`config.mk`:
```
export PLATFORM = sky130hd
export DESIGN_NAME = ir_ambient_adc_config
export DESIGN_NICKNAME = d
export VERILOG_FILES = /design/src/design/ir_adc_pkg.sv /design/src/design/adc_tick_gen.sv /design/src/design/adc_phase_timer.sv /design/src/design/ir_ambient_adc_config.sv
export SDC_FILE = /design/constraint.sdc
export NUM_CORES = 1
export LEC_CHECK = 0
export BUFFER_PORTS_ARGS = -buffer_cell sky130_fd_sc_hd__clkbuf_2
export CELL_PAD_IN_SITES_DETAIL_PLACEMENT = 1
export CELL_PAD_IN_SITES_GLOBAL_PLACEMENT = 1
export CORE_MARGIN = 2
export CORE_UTILIZATION = 46
export CTS_CLUSTER_DIAMETER = 40
export DETAILED_ROUTE_END_ITERATION = 7
export PLACE_DENSITY = 0.89
export SLEW_MARGIN = 20
export SYNTH_ARGS = -nofsm -noshare
export SYNTH_HDL_FRONTEND = slang
export SYNTH_HIERARCHICAL = 1
export SYNTH_SLANG_ARGS = --single-unit
```
`constraint.sdc`:
```
create_clock -name pclk -period 6.3 [get_ports pclk]
set_input_delay 0 -clock pclk [delete_from_list [all_inputs] [get_ports pclk]]
set_output_delay 0 -clock pclk [all_outputs]
set_load 0.02 [all_outputs]
```
`src/design/ir_adc_pkg.sv`:
```
// Constants, register map and types for the infrared ambient converter control.
// Assumes a 250 MHz APB clock and one aligned 32-bit word per register index.
package ir_adc_pkg;

    // Register indices; the byte address is four times the index
    localparam logic [7:0] IDX_EMITTER_REC = 8'h1c;
    localparam logic [7:0] IDX_RECOVERY    = 8'h1d;
    localparam logic [7:0] IDX_GAIN        = 8'h1e;
    localparam logic [7:0] IDX_RANGE       = 8'h1f;
    localparam logic [7:0] IDX_CTRL        = 8'h20;
    localparam logic [7:0] IDX_STATUS      = 8'h21;

    // Reset values
    localparam logic [7:0] RST_EMITTER_REC = 8'h00;
    localparam logic [7:0] RST_RECOVERY    = 8'h70;
    localparam logic [7:0] RST_GAIN        = 8'h00;
    localparam logic [7:0] RST_RANGE       = 8'h00;

    // Field positions
    localparam int REC_CODE_MSB     = 6;
    localparam int REC_CODE_LSB     = 4;
    localparam int GAIN_MSB         = 2;
    localparam int RANGE_BIT        = 5;
    localparam int CTRL_START_BIT   = 0;
    localparam int STAT_BUSY_BIT    = 0;
    localparam int STAT_RECOVER_BIT = 1;
    localparam int STAT_DONE_BIT    = 2;

    // Timing: one ADC clock at its base rate, rounded up to whole pclk cycles
    localparam int PCLK_PERIOD_NS = 4;
    localparam int ADC_CLK_NS     = 50;
    localparam int ADC_CLK_CYCLES = (ADC_CLK_NS + PCLK_PERIOD_NS - 1) / PCLK_PERIOD_NS;

    // Integration window in (gain-divided) ADC clocks
    localparam logic [8:0] INTEG_ADC_CLOCKS = 9'h0ff;
    localparam logic [8:0] REC_SHORTEST     = 9'h001;
    localparam int         REC_SHIFT_BASE   = 2;

    typedef enum logic [2:0] {
        ST_IDLE      = 3'b001,
        ST_RECOVER   = 3'b010,
        ST_INTEGRATE = 3'b100
    } conv_state_type;

    // Recovery length in ADC clocks: 1, 7, 15, ... 511
    function automatic logic [8:0] recovery_clocks(input logic [2:0] code);
        logic [9:0] full;
        // Four-bit shift amount, so codes 6 and 7 do not wrap to a short recovery
        full = 10'h001 << (4'(code) + 4'(REC_SHIFT_BASE));
        if (code == 3'd0) begin
            return REC_SHORTEST;
        end
        return 9'(full - 10'h001);
    endfunction

endpackage

```
`src/design/adc_tick_gen.sv`:
```
// ADC clock enable generator: base ADC clock divided by two to the gain exponent.
// Assumes enable stays high for a whole conversion and gain is stable meanwhile.
`timescale 1ns/10ps
module adc_tick_gen (
    input  wire logic       pclk,
    input  wire logic       presetn,
    input  wire logic       enable,
    input  wire logic [2:0] gain,
    output logic            tick
);
    localparam logic [3:0] BASE_LAST = 4'(ir_adc_pkg::ADC_CLK_CYCLES - 1);

    logic [3:0] base_cnt_r;
    logic [6:0] div_cnt_r;
    logic [6:0] div_last;
    logic       tick_r;

    // Exponent 7 wraps the shift to zero, and the decrement then gives 127
    assign div_last = (7'h01 << gain) - 7'h01;
    assign tick     = tick_r;

    always_ff @(posedge pclk or negedge presetn) begin
        if (!presetn) begin
            base_cnt_r <= 4'h0;
            div_cnt_r  <= 7'h00;
            tick_r     <= 1'b0;
        end else if (!enable) begin
            base_cnt_r <= 4'h0;
            div_cnt_r  <= 7'h00;
            tick_r     <= 1'b0;
        end else if (base_cnt_r == BASE_LAST) begin
            base_cnt_r <= 4'h0;
            if (div_cnt_r == div_last) begin
                div_cnt_r <= 7'h00;
                tick_r    <= 1'b1;
            end else begin
                div_cnt_r <= div_cnt_r + 7'h01;
                tick_r    <= 1'b0;
            end
        end else begin
            base_cnt_r <= base_cnt_r + 4'h1;
            tick_r     <= 1'b0;
        end
    end
endmodule

```
`src/design/adc_phase_timer.sv`:
```
// Down counter of ADC clock ticks for one conversion phase.
// Assumes load and tick never coincide; done is a one-cycle pulse.
`timescale 1ns/10ps
module adc_phase_timer (
    input  wire logic       pclk,
    input  wire logic       presetn,
    input  wire logic       load,
    input  wire logic [8:0] load_value,
    input  wire logic       tick,
    output logic            done
);
    logic [8:0] cnt_r;
    logic       done_r;

    assign done = done_r;

    always_ff @(posedge pclk or negedge presetn) begin
        if (!presetn) begin
            cnt_r  <= 9'h000;
            done_r <= 1'b0;
        end else if (load) begin
            cnt_r  <= load_value;
            done_r <= 1'b0;
        end else if (tick && cnt_r != 9'h000) begin
            cnt_r  <= cnt_r - 9'h001;
            done_r <= (cnt_r == 9'h001);
        end else begin
            done_r <= 1'b0;
        end
    end
endmodule

```
`src/design/ir_ambient_adc_config.sv`:
```
// Infrared ambient converter control: parameter registers on APB and the
// recovery / integration sequencer. Assumes an APB master, synchronous inputs
// and an analogue converter that follows the phase and range outputs.
`timescale 1ns/10ps

module ir_ambient_adc_config (
    input  wire logic        pclk,
    input  wire logic        presetn,
    input  wire logic        psel,
    input  wire logic        penable,
    input  wire logic        pwrite,
    input  wire logic [11:0] paddr,
    input  wire logic [31:0] pwdata,
    output logic [31:0]      prdata,
    output logic             pready,
    output logic             pslverr,
    output logic             adc_recovering,
    output logic             adc_integrating,
    output logic             adc_high_range,
    output logic [2:0]       adc_gain_exponent,
    output logic             conv_done
);
    logic [7:0]                 emitter_rec_r;
    logic [7:0]                 recovery_r;
    logic [7:0]                 gain_r;
    logic [7:0]                 range_r;
    logic                       done_flag_r;
    logic [31:0]                prdata_r;
    logic                       pready_r;
    logic                       pslverr_r;
    logic                       recovering_r;
    logic                       integrating_r;
    logic                       conv_range_r;
    logic [2:0]                 conv_gain_r;
    logic                       conv_done_r;
    ir_adc_pkg::conv_state_type state_r;

    logic       setup;
    logic       wr_en;
    logic [7:0] idx;
    logic       mapped;
    logic [7:0] rd_byte;
    logic       start_req;
    logic       tick_en;
    logic       tick;
    logic       timer_done;
    logic       timer_load;
    logic [8:0] timer_value;
    logic [2:0] rec_code;

    assign prdata            = prdata_r;
    assign pready            = pready_r;
    assign pslverr           = pslverr_r;
    assign adc_recovering    = recovering_r;
    assign adc_integrating   = integrating_r;
    assign adc_high_range    = conv_range_r;
    assign adc_gain_exponent = conv_gain_r;
    assign conv_done         = conv_done_r;

    // Address decode: word-aligned index, upper bits must be zero
    assign setup  = psel && !penable;
    assign wr_en  = psel && penable && pready_r && pwrite;
    assign idx    = paddr[9:2];
    assign mapped = (paddr[11:10] == 2'b00) && (paddr[1:0] == 2'b00) &&
                    ((idx >= ir_adc_pkg::IDX_EMITTER_REC) && (idx <= ir_adc_pkg::IDX_STATUS));
    assign rec_code = recovery_r[ir_adc_pkg::REC_CODE_MSB:ir_adc_pkg::REC_CODE_LSB];

    // Start ignored unless idle, so parameters cannot shift mid-conversion
    assign start_req = wr_en && (idx == ir_adc_pkg::IDX_CTRL) && mapped &&
                       pwdata[ir_adc_pkg::CTRL_START_BIT] && (state_r == ir_adc_pkg::ST_IDLE);
    assign tick_en   = (state_r != ir_adc_pkg::ST_IDLE);

    // Read mux; status is sampled in the setup cycle
    always_comb begin
        rd_byte = 8'h00;
        unique case (idx)
            ir_adc_pkg::IDX_EMITTER_REC: rd_byte = emitter_rec_r;
            ir_adc_pkg::IDX_RECOVERY:    rd_byte = recovery_r;
            ir_adc_pkg::IDX_GAIN:        rd_byte = gain_r;
            ir_adc_pkg::IDX_RANGE:       rd_byte = range_r;
            ir_adc_pkg::IDX_STATUS: begin
                rd_byte[ir_adc_pkg::STAT_BUSY_BIT]    = tick_en;
                rd_byte[ir_adc_pkg::STAT_RECOVER_BIT] = recovering_r;
                rd_byte[ir_adc_pkg::STAT_DONE_BIT]    = done_flag_r;
            end
            default: rd_byte = 8'h00;
        endcase
    end

    // APB answer: one wait-free access phase, error on unmapped address
    always_ff @(posedge pclk or negedge presetn) begin
        if (!presetn) begin
            prdata_r  <= 32'h0000_0000;
            pready_r  <= 1'b0;
            pslverr_r <= 1'b0;
        end else begin
            pready_r <= setup;
            if (setup) begin
                prdata_r  <= mapped ? {24'h00_0000, rd_byte} : 32'h0000_0000;
                pslverr_r <= !mapped;
            end else if (pready_r) begin
                pslverr_r <= 1'b0;
            end
        end
    end

    always_ff @(posedge pclk or negedge presetn) begin
        if (!presetn) begin
            emitter_rec_r <= ir_adc_pkg::RST_EMITTER_REC;
            recovery_r    <= ir_adc_pkg::RST_RECOVERY;
            gain_r        <= ir_adc_pkg::RST_GAIN;
            range_r       <= ir_adc_pkg::RST_RANGE;
        end else if (wr_en && mapped) begin
            // Full bytes are kept, so host read-modify-write sees its own bits back
            unique case (idx)
                ir_adc_pkg::IDX_EMITTER_REC: emitter_rec_r <= pwdata[7:0];
                ir_adc_pkg::IDX_RECOVERY:    recovery_r    <= pwdata[7:0];
                ir_adc_pkg::IDX_GAIN:        gain_r        <= pwdata[7:0];
                ir_adc_pkg::IDX_RANGE:       range_r       <= pwdata[7:0];
                default: ;
            endcase
        end
    end

    // Sticky completion flag: a new completion beats a clear in the same cycle
    always_ff @(posedge pclk or negedge presetn) begin
        if (!presetn) begin
            done_flag_r <= 1'b0;
        end else if (conv_done_r) begin
            done_flag_r <= 1'b1;
        end else if (wr_en && mapped && (idx == ir_adc_pkg::IDX_STATUS) &&
                     pwdata[ir_adc_pkg::STAT_DONE_BIT]) begin
            done_flag_r <= 1'b0;
        end
    end

    // Timer loads: recovery length at start, integration length after it
    assign timer_load  = start_req || ((state_r == ir_adc_pkg::ST_RECOVER) && timer_done);
    assign timer_value = start_req ? ir_adc_pkg::recovery_clocks(rec_code) : ir_adc_pkg::INTEG_ADC_CLOCKS;

    always_ff @(posedge pclk or negedge presetn) begin
        if (!presetn) begin
            state_r       <= ir_adc_pkg::ST_IDLE;
            recovering_r  <= 1'b0;
            integrating_r <= 1'b0;
            conv_done_r   <= 1'b0;
        end else begin
            conv_done_r <= 1'b0;
            unique case (state_r)
                ir_adc_pkg::ST_IDLE: begin
                    if (start_req) begin
                        state_r      <= ir_adc_pkg::ST_RECOVER;
                        recovering_r <= 1'b1;
                    end
                end
                ir_adc_pkg::ST_RECOVER: begin
                    if (timer_done) begin
                        state_r       <= ir_adc_pkg::ST_INTEGRATE;
                        recovering_r  <= 1'b0;
                        integrating_r <= 1'b1;
                    end
                end
                ir_adc_pkg::ST_INTEGRATE: begin
                    if (timer_done) begin
                        state_r       <= ir_adc_pkg::ST_IDLE;
                        integrating_r <= 1'b0;
                        conv_done_r   <= 1'b1;
                    end
                end
                default: begin
                    state_r       <= ir_adc_pkg::ST_IDLE;
                    recovering_r  <= 1'b0;
                    integrating_r <= 1'b0;
                end
            endcase
        end
    end

    // range and gain latched at start
    always_ff @(posedge pclk or negedge presetn) begin
        if (!presetn) begin
            conv_range_r <= 1'b0;
            conv_gain_r  <= 3'h0;
        end else if (start_req) begin
            conv_range_r <= range_r[ir_adc_pkg::RANGE_BIT];
            conv_gain_r  <= gain_r[ir_adc_pkg::GAIN_MSB:0];
        end
    end

    adc_tick_gen u_tick_gen (
        .pclk    (pclk),
        .presetn (presetn),
        .enable  (tick_en),
        .gain    (conv_gain_r),
        .tick    (tick)
    );

    adc_phase_timer u_phase_timer (
        .pclk       (pclk),
        .presetn    (presetn),
        .load       (timer_load),
        .load_value (timer_value),
        .tick       (tick),
        .done       (timer_done)
    );

    // Helper counters watched only by the checks below
    logic [10:0] gap_cnt_r;
    logic [8:0]  rec_ticks_r;
    logic [10:0] gap_expect;
    logic [2:0]  rec_code_seen_r; // Copy at start, so a host rewrite mid-run cannot trip the check
    assign gap_expect = 11'(ir_adc_pkg::ADC_CLK_CYCLES) << conv_gain_r;

    always_ff @(posedge pclk or negedge presetn) begin
        if (!presetn) begin
            gap_cnt_r       <= 11'h000;
            rec_ticks_r     <= 9'h000;
            rec_code_seen_r <= 3'h0;
        end else begin
            // Idle preload of minus one: the first period already starts in the enable cycle
            if (!tick_en) begin
                gap_cnt_r <= 11'h7ff;
            end else begin
                gap_cnt_r <= tick ? 11'h000 : gap_cnt_r + 11'h001;
            end
            if (start_req) begin
                rec_ticks_r     <= 9'h000;
                rec_code_seen_r <= rec_code;
            end else if (recovering_r && tick) begin
                rec_ticks_r <= rec_ticks_r + 9'h001;
            end
        end
    end

    AST_TICK_SPACING: assert property (
        @(posedge pclk) disable iff (!presetn)
        tick |-> (gap_cnt_r + 11'h001 == gap_expect))
        else $error("ADC tick spacing does not match gain exponent");

    AST_RECOVERY_LENGTH: assert property (
        @(posedge pclk) disable iff (!presetn)
        (recovering_r && timer_done) |->
            (rec_ticks_r == ir_adc_pkg::recovery_clocks(rec_code_seen_r)))
        else $error("Recovery lasted the wrong number of ADC clocks");

    AST_START_RECOVERS: assert property (
        @(posedge pclk) disable iff (!presetn)
        start_req |=> (recovering_r && !integrating_r) ##1 recovering_r)
        else $error("Conversion start did not enter recovery");

    AST_RANGE_FOLLOWS: assert property (
        @(posedge pclk) disable iff (!presetn)
        start_req |=> (adc_high_range == $past(range_r[ir_adc_pkg::RANGE_BIT])))
        else $error("Range output does not follow range bit");

    AST_GAIN_STABLE: assert property (
        @(posedge pclk) disable iff (!presetn)
        (tick_en && !start_req) |=> $stable(conv_gain_r))
        else $error("Gain exponent changed during a conversion");

    AST_RESET_VALUES: assert property (
        @(posedge pclk) disable iff (!presetn)
        !$past(presetn) |-> (recovery_r == ir_adc_pkg::RST_RECOVERY && gain_r == ir_adc_pkg::RST_GAIN &&
                             range_r == ir_adc_pkg::RST_RANGE && !adc_high_range))
        else $error("Parameter registers left reset with wrong values");

    // Phase sequencing and latch checks
    AST_PHASES_EXCLUSIVE: assert property (
        @(posedge pclk) disable iff (!presetn)
        !(adc_recovering && adc_integrating))
        else $error("Recovery and integration overlap");

    AST_RECOVER_TO_INTEGRATE: assert property (
        @(posedge pclk) disable iff (!presetn)
        (adc_recovering && timer_done) |=> (!adc_recovering && adc_integrating))
        else $error("Integration did not follow the end of recovery");

    AST_LOAD_NO_TICK: assert property (
        @(posedge pclk) disable iff (!presetn)
        timer_load |-> !tick)
        else $error("Phase timer load met an ADC tick");

    AST_DONE_PULSE: assert property (
        @(posedge pclk) disable iff (!presetn)
        conv_done |-> (!adc_integrating ##1 !conv_done))
        else $error("Completion pulse longer than one cycle");

    AST_GAIN_LATCH: assert property (
        @(posedge pclk) disable iff (!presetn)
        start_req |=> (adc_gain_exponent == $past(gain_r[ir_adc_pkg::GAIN_MSB:0])))
        else $error("Gain output does not follow gain parameter at start");

    AST_RANGE_HELD: assert property (
        @(posedge pclk) disable iff (!presetn)
        (tick_en && !start_req) |=> $stable(adc_high_range))
        else $error("Range output changed during a conversion");

    AST_RANGE_STORE: assert property (
        @(posedge pclk) disable iff (!presetn)
        (wr_en && mapped && (idx == ir_adc_pkg::IDX_RANGE)) |=> (range_r == $past(pwdata[7:0])))
        else $error("Range parameter did not keep the written byte");

    AST_RESET_PHASES: assert property (
        @(posedge pclk) disable iff (!presetn)
        !$past(presetn) |-> (!adc_recovering && !adc_integrating && !conv_done && adc_gain_exponent == 3'h0))
        else $error("Phase outputs not idle after reset");

endmodule

```
# [Yosys cells after proc, flatten, opt, wreduce, memory -nomap -nowiden]
# Cells that the tools add are included.
[totals] word_cells=115 inputBits=49 regBits=99
[op_classes] eq_ne=17 n_bitwise=2 add_sub_neg=6 magnitude_cmp=2 n_mux=34 shift=2 reduce_logical=33
[ops] op="2-to-1 mux 9 bit" n=5
[ops] op="== test 8 x 5 -> 1 bit, second input constant" n=4
[ops] op="2-to-1 mux 7 bit" n=3
[ops] op="case mux 5 bit (4 select lines)" n=1
[ops] op="subtractor 9 x 1 -> 9 bit, second input constant" n=2
[ops] op="== test 8 x 6 -> 1 bit, second input constant" n=2
[ops] op="logical AND 1 bit" n=16
[ops] op="2-to-1 mux 1 bit" n=15
[ops] op="case mux 3 bit (5 select lines)" n=1
[ops] op="== test 9 x 1 -> 1 bit, second input constant" n=1
[ops] op="2-to-1 mux 3 bit" n=3
[ops] op="case mux 3 bit (3 select lines)" n=1
[ops] op="AND reduction 3 bit" n=3
[ops] op="nonzero test 9 bit" n=1
[ops] op="left shift 1 x 4 -> 9 bit, first input constant" n=1
[ops] op="greater-or-equal comparator 8 x 5 -> 1 bit, second input constant" n=1
[ops] op="less-or-equal comparator 8 x 6 -> 1 bit, second input constant" n=1
[ops] op="2-to-1 mux 4 bit" n=2
[ops] op="2-to-1 mux 8 bit" n=1
[ops] op="AND reduction 2 bit" n=4
[ops] op="adder 7 x 1 -> 7 bit, second input constant" n=1
[ops] op="== test 7 bit" n=1
[ops] op="left shift 1 x 3 -> 7 bit, first input constant" n=1
[ops] op="subtractor 7 x 1 -> 7 bit, second input constant" n=1
[ops] op="other kinds (16)" n=24

# [Longest topological paths before layout]
[logic_depth] depth_word=9 ltp_mapped=11 depth_no_buf=10

# [By module]
# Netlist, hierarchy kept.
[modules_own_cells] mod="ir_ambient_adc_config" cells_per_inst=236 area_each_um2=2803.9 seq_area_each_um2=1331.3 instances=1
[modules_own_cells] mod="adc_tick_gen" cells_per_inst=86 area_each_um2=759.5 seq_area_each_um2=300.3 instances=1
[modules_own_cells] mod="adc_phase_timer" cells_per_inst=64 area_each_um2=636.9 seq_area_each_um2=250.2 instances=1

# [Worst setup path after synthesis]
# No wires, ideal clock.
[synth_path] kind="register -> register" from="register state_r[0]" to="register u_phase_timer.cnt_r[1]" stages_incl_launch_ff=10 setup_ns=0.132 t_required_ns=6.168 slack_ns=3.649 arrival_time_ns=2.519 period_less_slack_ns=2.651 path_cell_list="dfstp_2 -> inv_2 -> or3_1 -> clkbuf_1 -> or4_1 -> buf_4 -> o21ai_0 -> clkbuf_1 -> clkbuf_1 -> o21ai_1"
[synth_between] elab_chain_cells=4
[synth_lines] item="from (decl)" line_no="ir_ambient_adc_config.sv:36" source="ir_adc_pkg::conv_state_type state_r;"
[synth_lines] item="from (signal assigned)" line_no="ir_ambient_adc_config.sv:143" source="state_r <= ir_adc_pkg::ST_IDLE;"
[synth_lines] item="from (signal assigned)" line_no="ir_ambient_adc_config.sv:152" source="state_r <= ir_adc_pkg::ST_RECOVER;"
[synth_lines] item="from (signal assigned)" line_no="ir_ambient_adc_config.sv:158" source="state_r <= ir_adc_pkg::ST_INTEGRATE;"
[synth_lines] item="== test 3 x 1 -> 1 bit or == test 3 x 2 -> 1 bit (tied branches)" line_no="ir_ambient_adc_config.sv:70, ir_ambient_adc_config.sv:138"
[synth_lines] item="logical AND 1 bit, on equally long branches" line_no="ir_ambient_adc_config.sv:70, ir_ambient_adc_config.sv:138"
[synth_lines] item="logical OR 1 bit (*)" line_no="ir_ambient_adc_config.sv:138" source="assign timer_load = start_req || ((state_r == ir_adc_pkg::ST_RECOVER) && timer_done);"
[synth_lines] item="net timer_load" line_no="ir_ambient_adc_config.sv:47" source="logic timer_load;"
[synth_lines] item="2-to-1 mux 9 bit or nonzero test 2 bit (tied branches)"
[synth_lines] item="to (signal assigned)" line_no="adc_phase_timer.sv:22" source="cnt_r <= load_value;"
[synth_lines] item="to (signal assigned)" line_no="adc_phase_timer.sv:25" source="cnt_r <= cnt_r - 9'h001;"
[synth_lines] item="to (decl)" line_no="adc_phase_timer.sv:12" source="logic [8:0] cnt_r;"
# Mark *: on every way through the listed nets, which the timed path passes. The rest lies on a longest branch.
# A chain may end at the register's enable or synchronous reset.

# [Final worst setup path]
[layout_path] from="register state_r[0]" to="register u_phase_timer.cnt_r[5]"
# The elaborated chain is that of the path after synthesis.

==> flow_results.org <==
** Clock tree
- Clock tree synthesis inserted a total of 9 buffers.
- Counting every sink on the clock net gives 75.
- Clock insertion delay at the later pin of the skew report :: between 0.3 and 0.4 ns
- Clock tree buffer depth :: 2
- Clock slew at reported path FFs :: 0.08 ns
- Max H-tree Level :: 3
- After clock tree synthesis, the repair step resized 0 gates.
- The tree is rooted in a sky130_fd_sc_hd__clkbuf_8.
- TritonCTS clock tree :: built

** Timing
- The final-report max-slew violation count is 0.
- For the finished layout, the period the worst path requires is between 2 and 3 ns.
- Setup violations remaining at the end of the flow were counted as 0.
- The number of hold-slack violations in the final timing report is 0.
- Setup total negative slack on the finished layout was measured at 0 ns.
- Period Utilization, post-route :: 0.464
- Based on the critical path, the design can be clocked at up to 342 MHz.
- For the pin with the worst max-slew slack, the measured transition is 0.946 ns.
- Between clock sinks in the finished design, the worst skew comes to about 0.0064 ns.
- The worst pin sits at a relative slew slack of 0.369.
- Setup repair after global routing left no endpoint under its margin.

** Critical path
- The critical path goes through inv_2 > or3_1 > or4_1 > o21ai_0 > buf_4 > mux2_2.
- Along the worst path, the maximum fanout reaches 18.
- On the critical path, the stage with the largest delay is an instance of sky130_fd_sc_hd__or4_1.
- By startpoint and endpoint, the worst setup path is classified as flip-flop to flip-flop.
- Data on the critical path arrives at its endpoint at 3.16 ns.
- STA classifies the critical path endpoint as a flip-flop.
- At the worst endpoint, the required time is 6.54 ns.
- The worst register-to-register path ends at u_phase_timer/cnt_r[5].
- Type of element launching the critical path :: flip-flop
- Worst-case register-to-register setup slack :: 3.38 ns
- Kind of cell adding the most delay to the critical path :: simple AND/OR/NAND/NOR gates
- Cells on worst reg2reg path :: 6
- The startpoint identified for the worst register-to-register timing path is state_r[0].
- The number of buffers and inverters on the critical path is 2.
- For this run, the slowest stage of the critical path takes 0.85 ns.

** Pwr
- Switch share :: 0.232
- For this design the ratio of total power to cell area is 209 mW/mm2.
- The internal power of the cells totals 760 uW.
- In this run the static leakage power is 2.13 nW.
- Total power :: around 990 uW
- Sequential cell fraction of total power :: 0.488
- Summed over all nets, the switching power comes to approximately 230 uW.
- Across the VDD grid, the largest voltage drop is about 110 uV.
- Clock network fraction of design power :: 0.460
- Of the total power, combinational logic draws 0.052.

** Detailed routing
- Using the TritonRoute via totals, the vias-per-cell ratio works out to 5.76.
- Dividing the detail-routed wire length by the instance count gives around 20 um.
- For this run, design rule violations remaining after detail routing come to 0.
- The detailed router placed 3,158 vias in this run.
- The count of nets left with antenna violations once routing finished came out at 0.
- First-iteration detailed-routing DRC count :: 128
- Detailed-routing iteration count for the pre-antenna-repair pass :: 6
- For this block, the routed nets add up to 10,800 um of wire.

** Final layout
- 0 antenna diodes ended up in the layout.
- Fraction of final layout cells with drive strength greater than 1 :: 0.275
- Fill cells in the final layout number about 1,000.
- Cell Count, Final, Fillers Out :: approximately 550
- The finished cells cover 0.00473 mm2.
- Summing all multi-input logic gate instances after layout gives 0.00207 mm2.
- Synthesis-to-layout area growth :: 12.5%
- Total number of nets in the final design :: 495
- Combined flip-flop and latch cell area :: approximately 0.0019 mm2

** Global routing
- Antenna violations before repair :: 0
- Entering global routing, the biggest net connects 76 pins.
- Summed over all layers, the global routing overflow is 0.
- Via count of the first global-routing pass :: 3,412
- The first global-routing pass estimated 17,700 um of wire.
- Total routing usage reported by global routing :: 0.229

** Worst hold path
- Cell count of the worst hold path :: 4
- HP Class :: input pin to flip-flop
- Worst Hold Launch :: paddr[1]
- End of the worst hold path :: pslverr

** Placed design
- Port buffering added 41 buffers.
- Routability cong. :: approximately 0.84
- Post-DP HPWL :: 7160 um
- Instance area at placement :: 0.00439 mm2
- After detailed placement, the design holds a cell count of 523.

** Synthesis
- In the synthesized netlist, the cells that appear most often are 71 x sky130_fd_sc_hd__dfrtp_1, 33 x sky130_fd_sc_hd__mux2_2, 30 x sky130_fd_sc_hd__nand2_1, 25 x sky130_fd_sc_hd__buf_4, 22 x sky130_fd_sc_hd__inv_1.
- Sequential fraction of the synthesis area :: 0.448
- Most area-hungry cell type in the Yosys netlist :: sky130_fd_sc_hd__dfrtp_1
- Counting flops with a built-in enable in the synthesized netlist gives 0.
- Share of the synthesized area in the top cell type :: 0.423
- The number of different library cells used by synthesis comes to 62.
- Area of the mapped netlist :: 0.00420 mm2
- Average footprint of a synthesized cell :: 10.9 um2
- Yosys instantiated no cell more often than sky130_fd_sc_hd__dfrtp_1.
- Among all flip-flop cells after synthesis, the most frequent one is sky130_fd_sc_hd__dfrtp_1.
- Ranked by total cell area, the synthesized netlist is headed by sky130_fd_sc_hd__dfrtp_1 42%, sky130_fd_sc_hd__mux2_2 8.8%, sky130_fd_sc_hd__buf_4 4.5%.
- Counting flops and latches in the post-synthesis netlist gives 75.
- Counting every instance in the synthesized netlist gives ~390.
- Synth Warn # :: 6
- In the synthesized netlist the async set-or-reset flop fraction comes to 1.00.

** Floorplan
- Initial Utilization :: 0.477
- After floorplanning, the core was sized to cover 0.00881 mm2.
- The die is around 100 um tall.
- Die Area :: between 0.009 and 0.01 mm2
- After floorplanning, the core was divided into 34 placement rows.
- The floorplan step set the die width to 99.6 um.
- During I/O placement, the number of pins put on the boundary was 90.

** Run
- Number of maximum-capacitance constraint violations :: 0

** Outcome
- Outcome :: finished clean
## state kept, by name (all words and copies together), names as in the netlist
register / flops
state_r: 3
conv_done: 1
u_tick_gen/base_cnt_r: 4
u_tick_gen/div_cnt_r: 7
u_tick_gen/tick: 1
gain_r: 8
adc_high_range: 1
adc_gain_exponent: 3
done_flag_r: 1
prdata: 8
pslverr: 1
pready: 1
adc_recovering: 1
adc_integrating: 1
u_phase_timer/cnt_r: 9
range_r: 8
u_phase_timer/done: 1
emitter_rec_r: 8
recovery_r: 8
## routing by layer
metal,share of wire,track usage,vias up
met5,0,0,-
li1,-,-,1432
met2,0.55,0.425,64
met3,0.025,0.0422,12
met4,0.013,0.0822,0
met1,0.42,0.263,1650
## layout make-up
| type | count | area share |
|---|---|---|
| tap | 108 | 0.0286 |
| clock inverter | 6 | 0.0241 |
| clock buffer | 10 | 0.0270 |
| timing repair buffer | 52 | 0.0657 |
| multi-input combinational | 274 | 0.438 |
| sequential | 75 | 0.398 |
| inverter | 23 | 0.0183 |
## cells in the final DEF (no fill, tap or decap), drive strengths merged, types with 2 or more instances in the layout
| master | Yosys | routed |
|---|---|---|
| bufinv | 0 | 3 |
| a221o | 5 | 5 |
| nand3 | 11 | 11 |
| conb | 1 | 24 |
| inv | 23 | 23 |
| xor2 | 3 | 3 |
| o22ai | 3 | 3 |
| buf | 28 | 3 |
| a21o | 2 | 2 |
| nor2b | 4 | 4 |
| o31ai | 5 | 5 |
| nor4 | 6 | 6 |
| ha | 11 | 11 |
| mux2i | 2 | 2 |
| mux2 | 38 | 38 |
| clkbuf | 9 | 50 |
| and2 | 2 | 2 |
| o31a | 2 | 2 |
| mux4 | 8 | 8 |
| nor4b | 2 | 2 |
| nor3b | 3 | 3 |
| or3 | 5 | 5 |
| dfstp | 4 | 4 |
| or2 | 5 | 5 |
| or4 | 6 | 6 |
| nand2 | 30 | 30 |
| xnor2 | 7 | 7 |
| nor3 | 3 | 3 |
| or4b | 2 | 2 |
| o311ai | 5 | 5 |
| nand2b | 6 | 6 |
| a21oi | 11 | 11 |
| dlygate4sd3 | 0 | 9 |
| o21ai | 29 | 29 |
| dfrtp | 71 | 71 |
| nor2 | 18 | 18 |
| nand3b | 5 | 5 |
| clkinvlp | 0 | 2 |
## worst max path at each step
stage | cells after the start | from | to
after detailed placement | 6 | state_r[0] | u_phase_timer/cnt_r[5]
final | 6 | state_r[0] | u_phase_timer/cnt_r[5]
after floorplan | 9 | state_r[0] | u_phase_timer/cnt_r[1]
after CTS | 6 | state_r[0] | u_phase_timer/cnt_r[5]
after global placement | 6 | state_r[0] | u_phase_timer/cnt_r[5]
after global routing | 6 | state_r[0] | u_phase_timer/cnt_r[5]
## worst register-to-register path, delay by kind of cell, from the launching register on
kind | cells | cell delay [ns]
AND/OR/NAND/NOR | 2 | 1.39
flip-flops | 1 | 0.58
buffers and inverters | 2 | 0.31
multiplexers | 1 | 0.36
AO/OA/AOI/OAI | 1 | 0.18
## cell families after synthesis
logic type,count (synthesis),share of synthesized area
simple gates,116,0.160
flops,75,0.448
compound gates,65,0.105
buf+inv,60,0.0795
mux,48,0.153
fa+ha+maj,11,0.0328
xor+xnor,10,0.0209
other cells,1,0.000893
## metrics by stage
step	util	hold slack (ns)	setup WS, ns
global placement	0.499	0.270	3.46
global route	0.537	0.0817	3.28
CTS	0.537	0.0486	3.38
finish	0.537	0.0586	3.38
detailed placement	0.499	0.294	3.44
floorplan	-	-0.296	3.65
## repair_timing
item / 4_1_cts / 5_1_grt
hold buffers: 9 / 0
hold endpoints to repair: 103 / 0
buffers inserted: 0 / 0
## power groups by stage
stage	logic, mW	registers (mW)	clock network, mW
floorplan	0.0327	0.494	0
global placement	0.0453	0.492	0
detailed placement	0.0466	0.492	0
CTS	0.0520	0.483	0.461
global route	0.0567	0.483	0.484
finish	0.0517	0.483	0.455
Note: power is estimated with default switching activity, not from simulation.
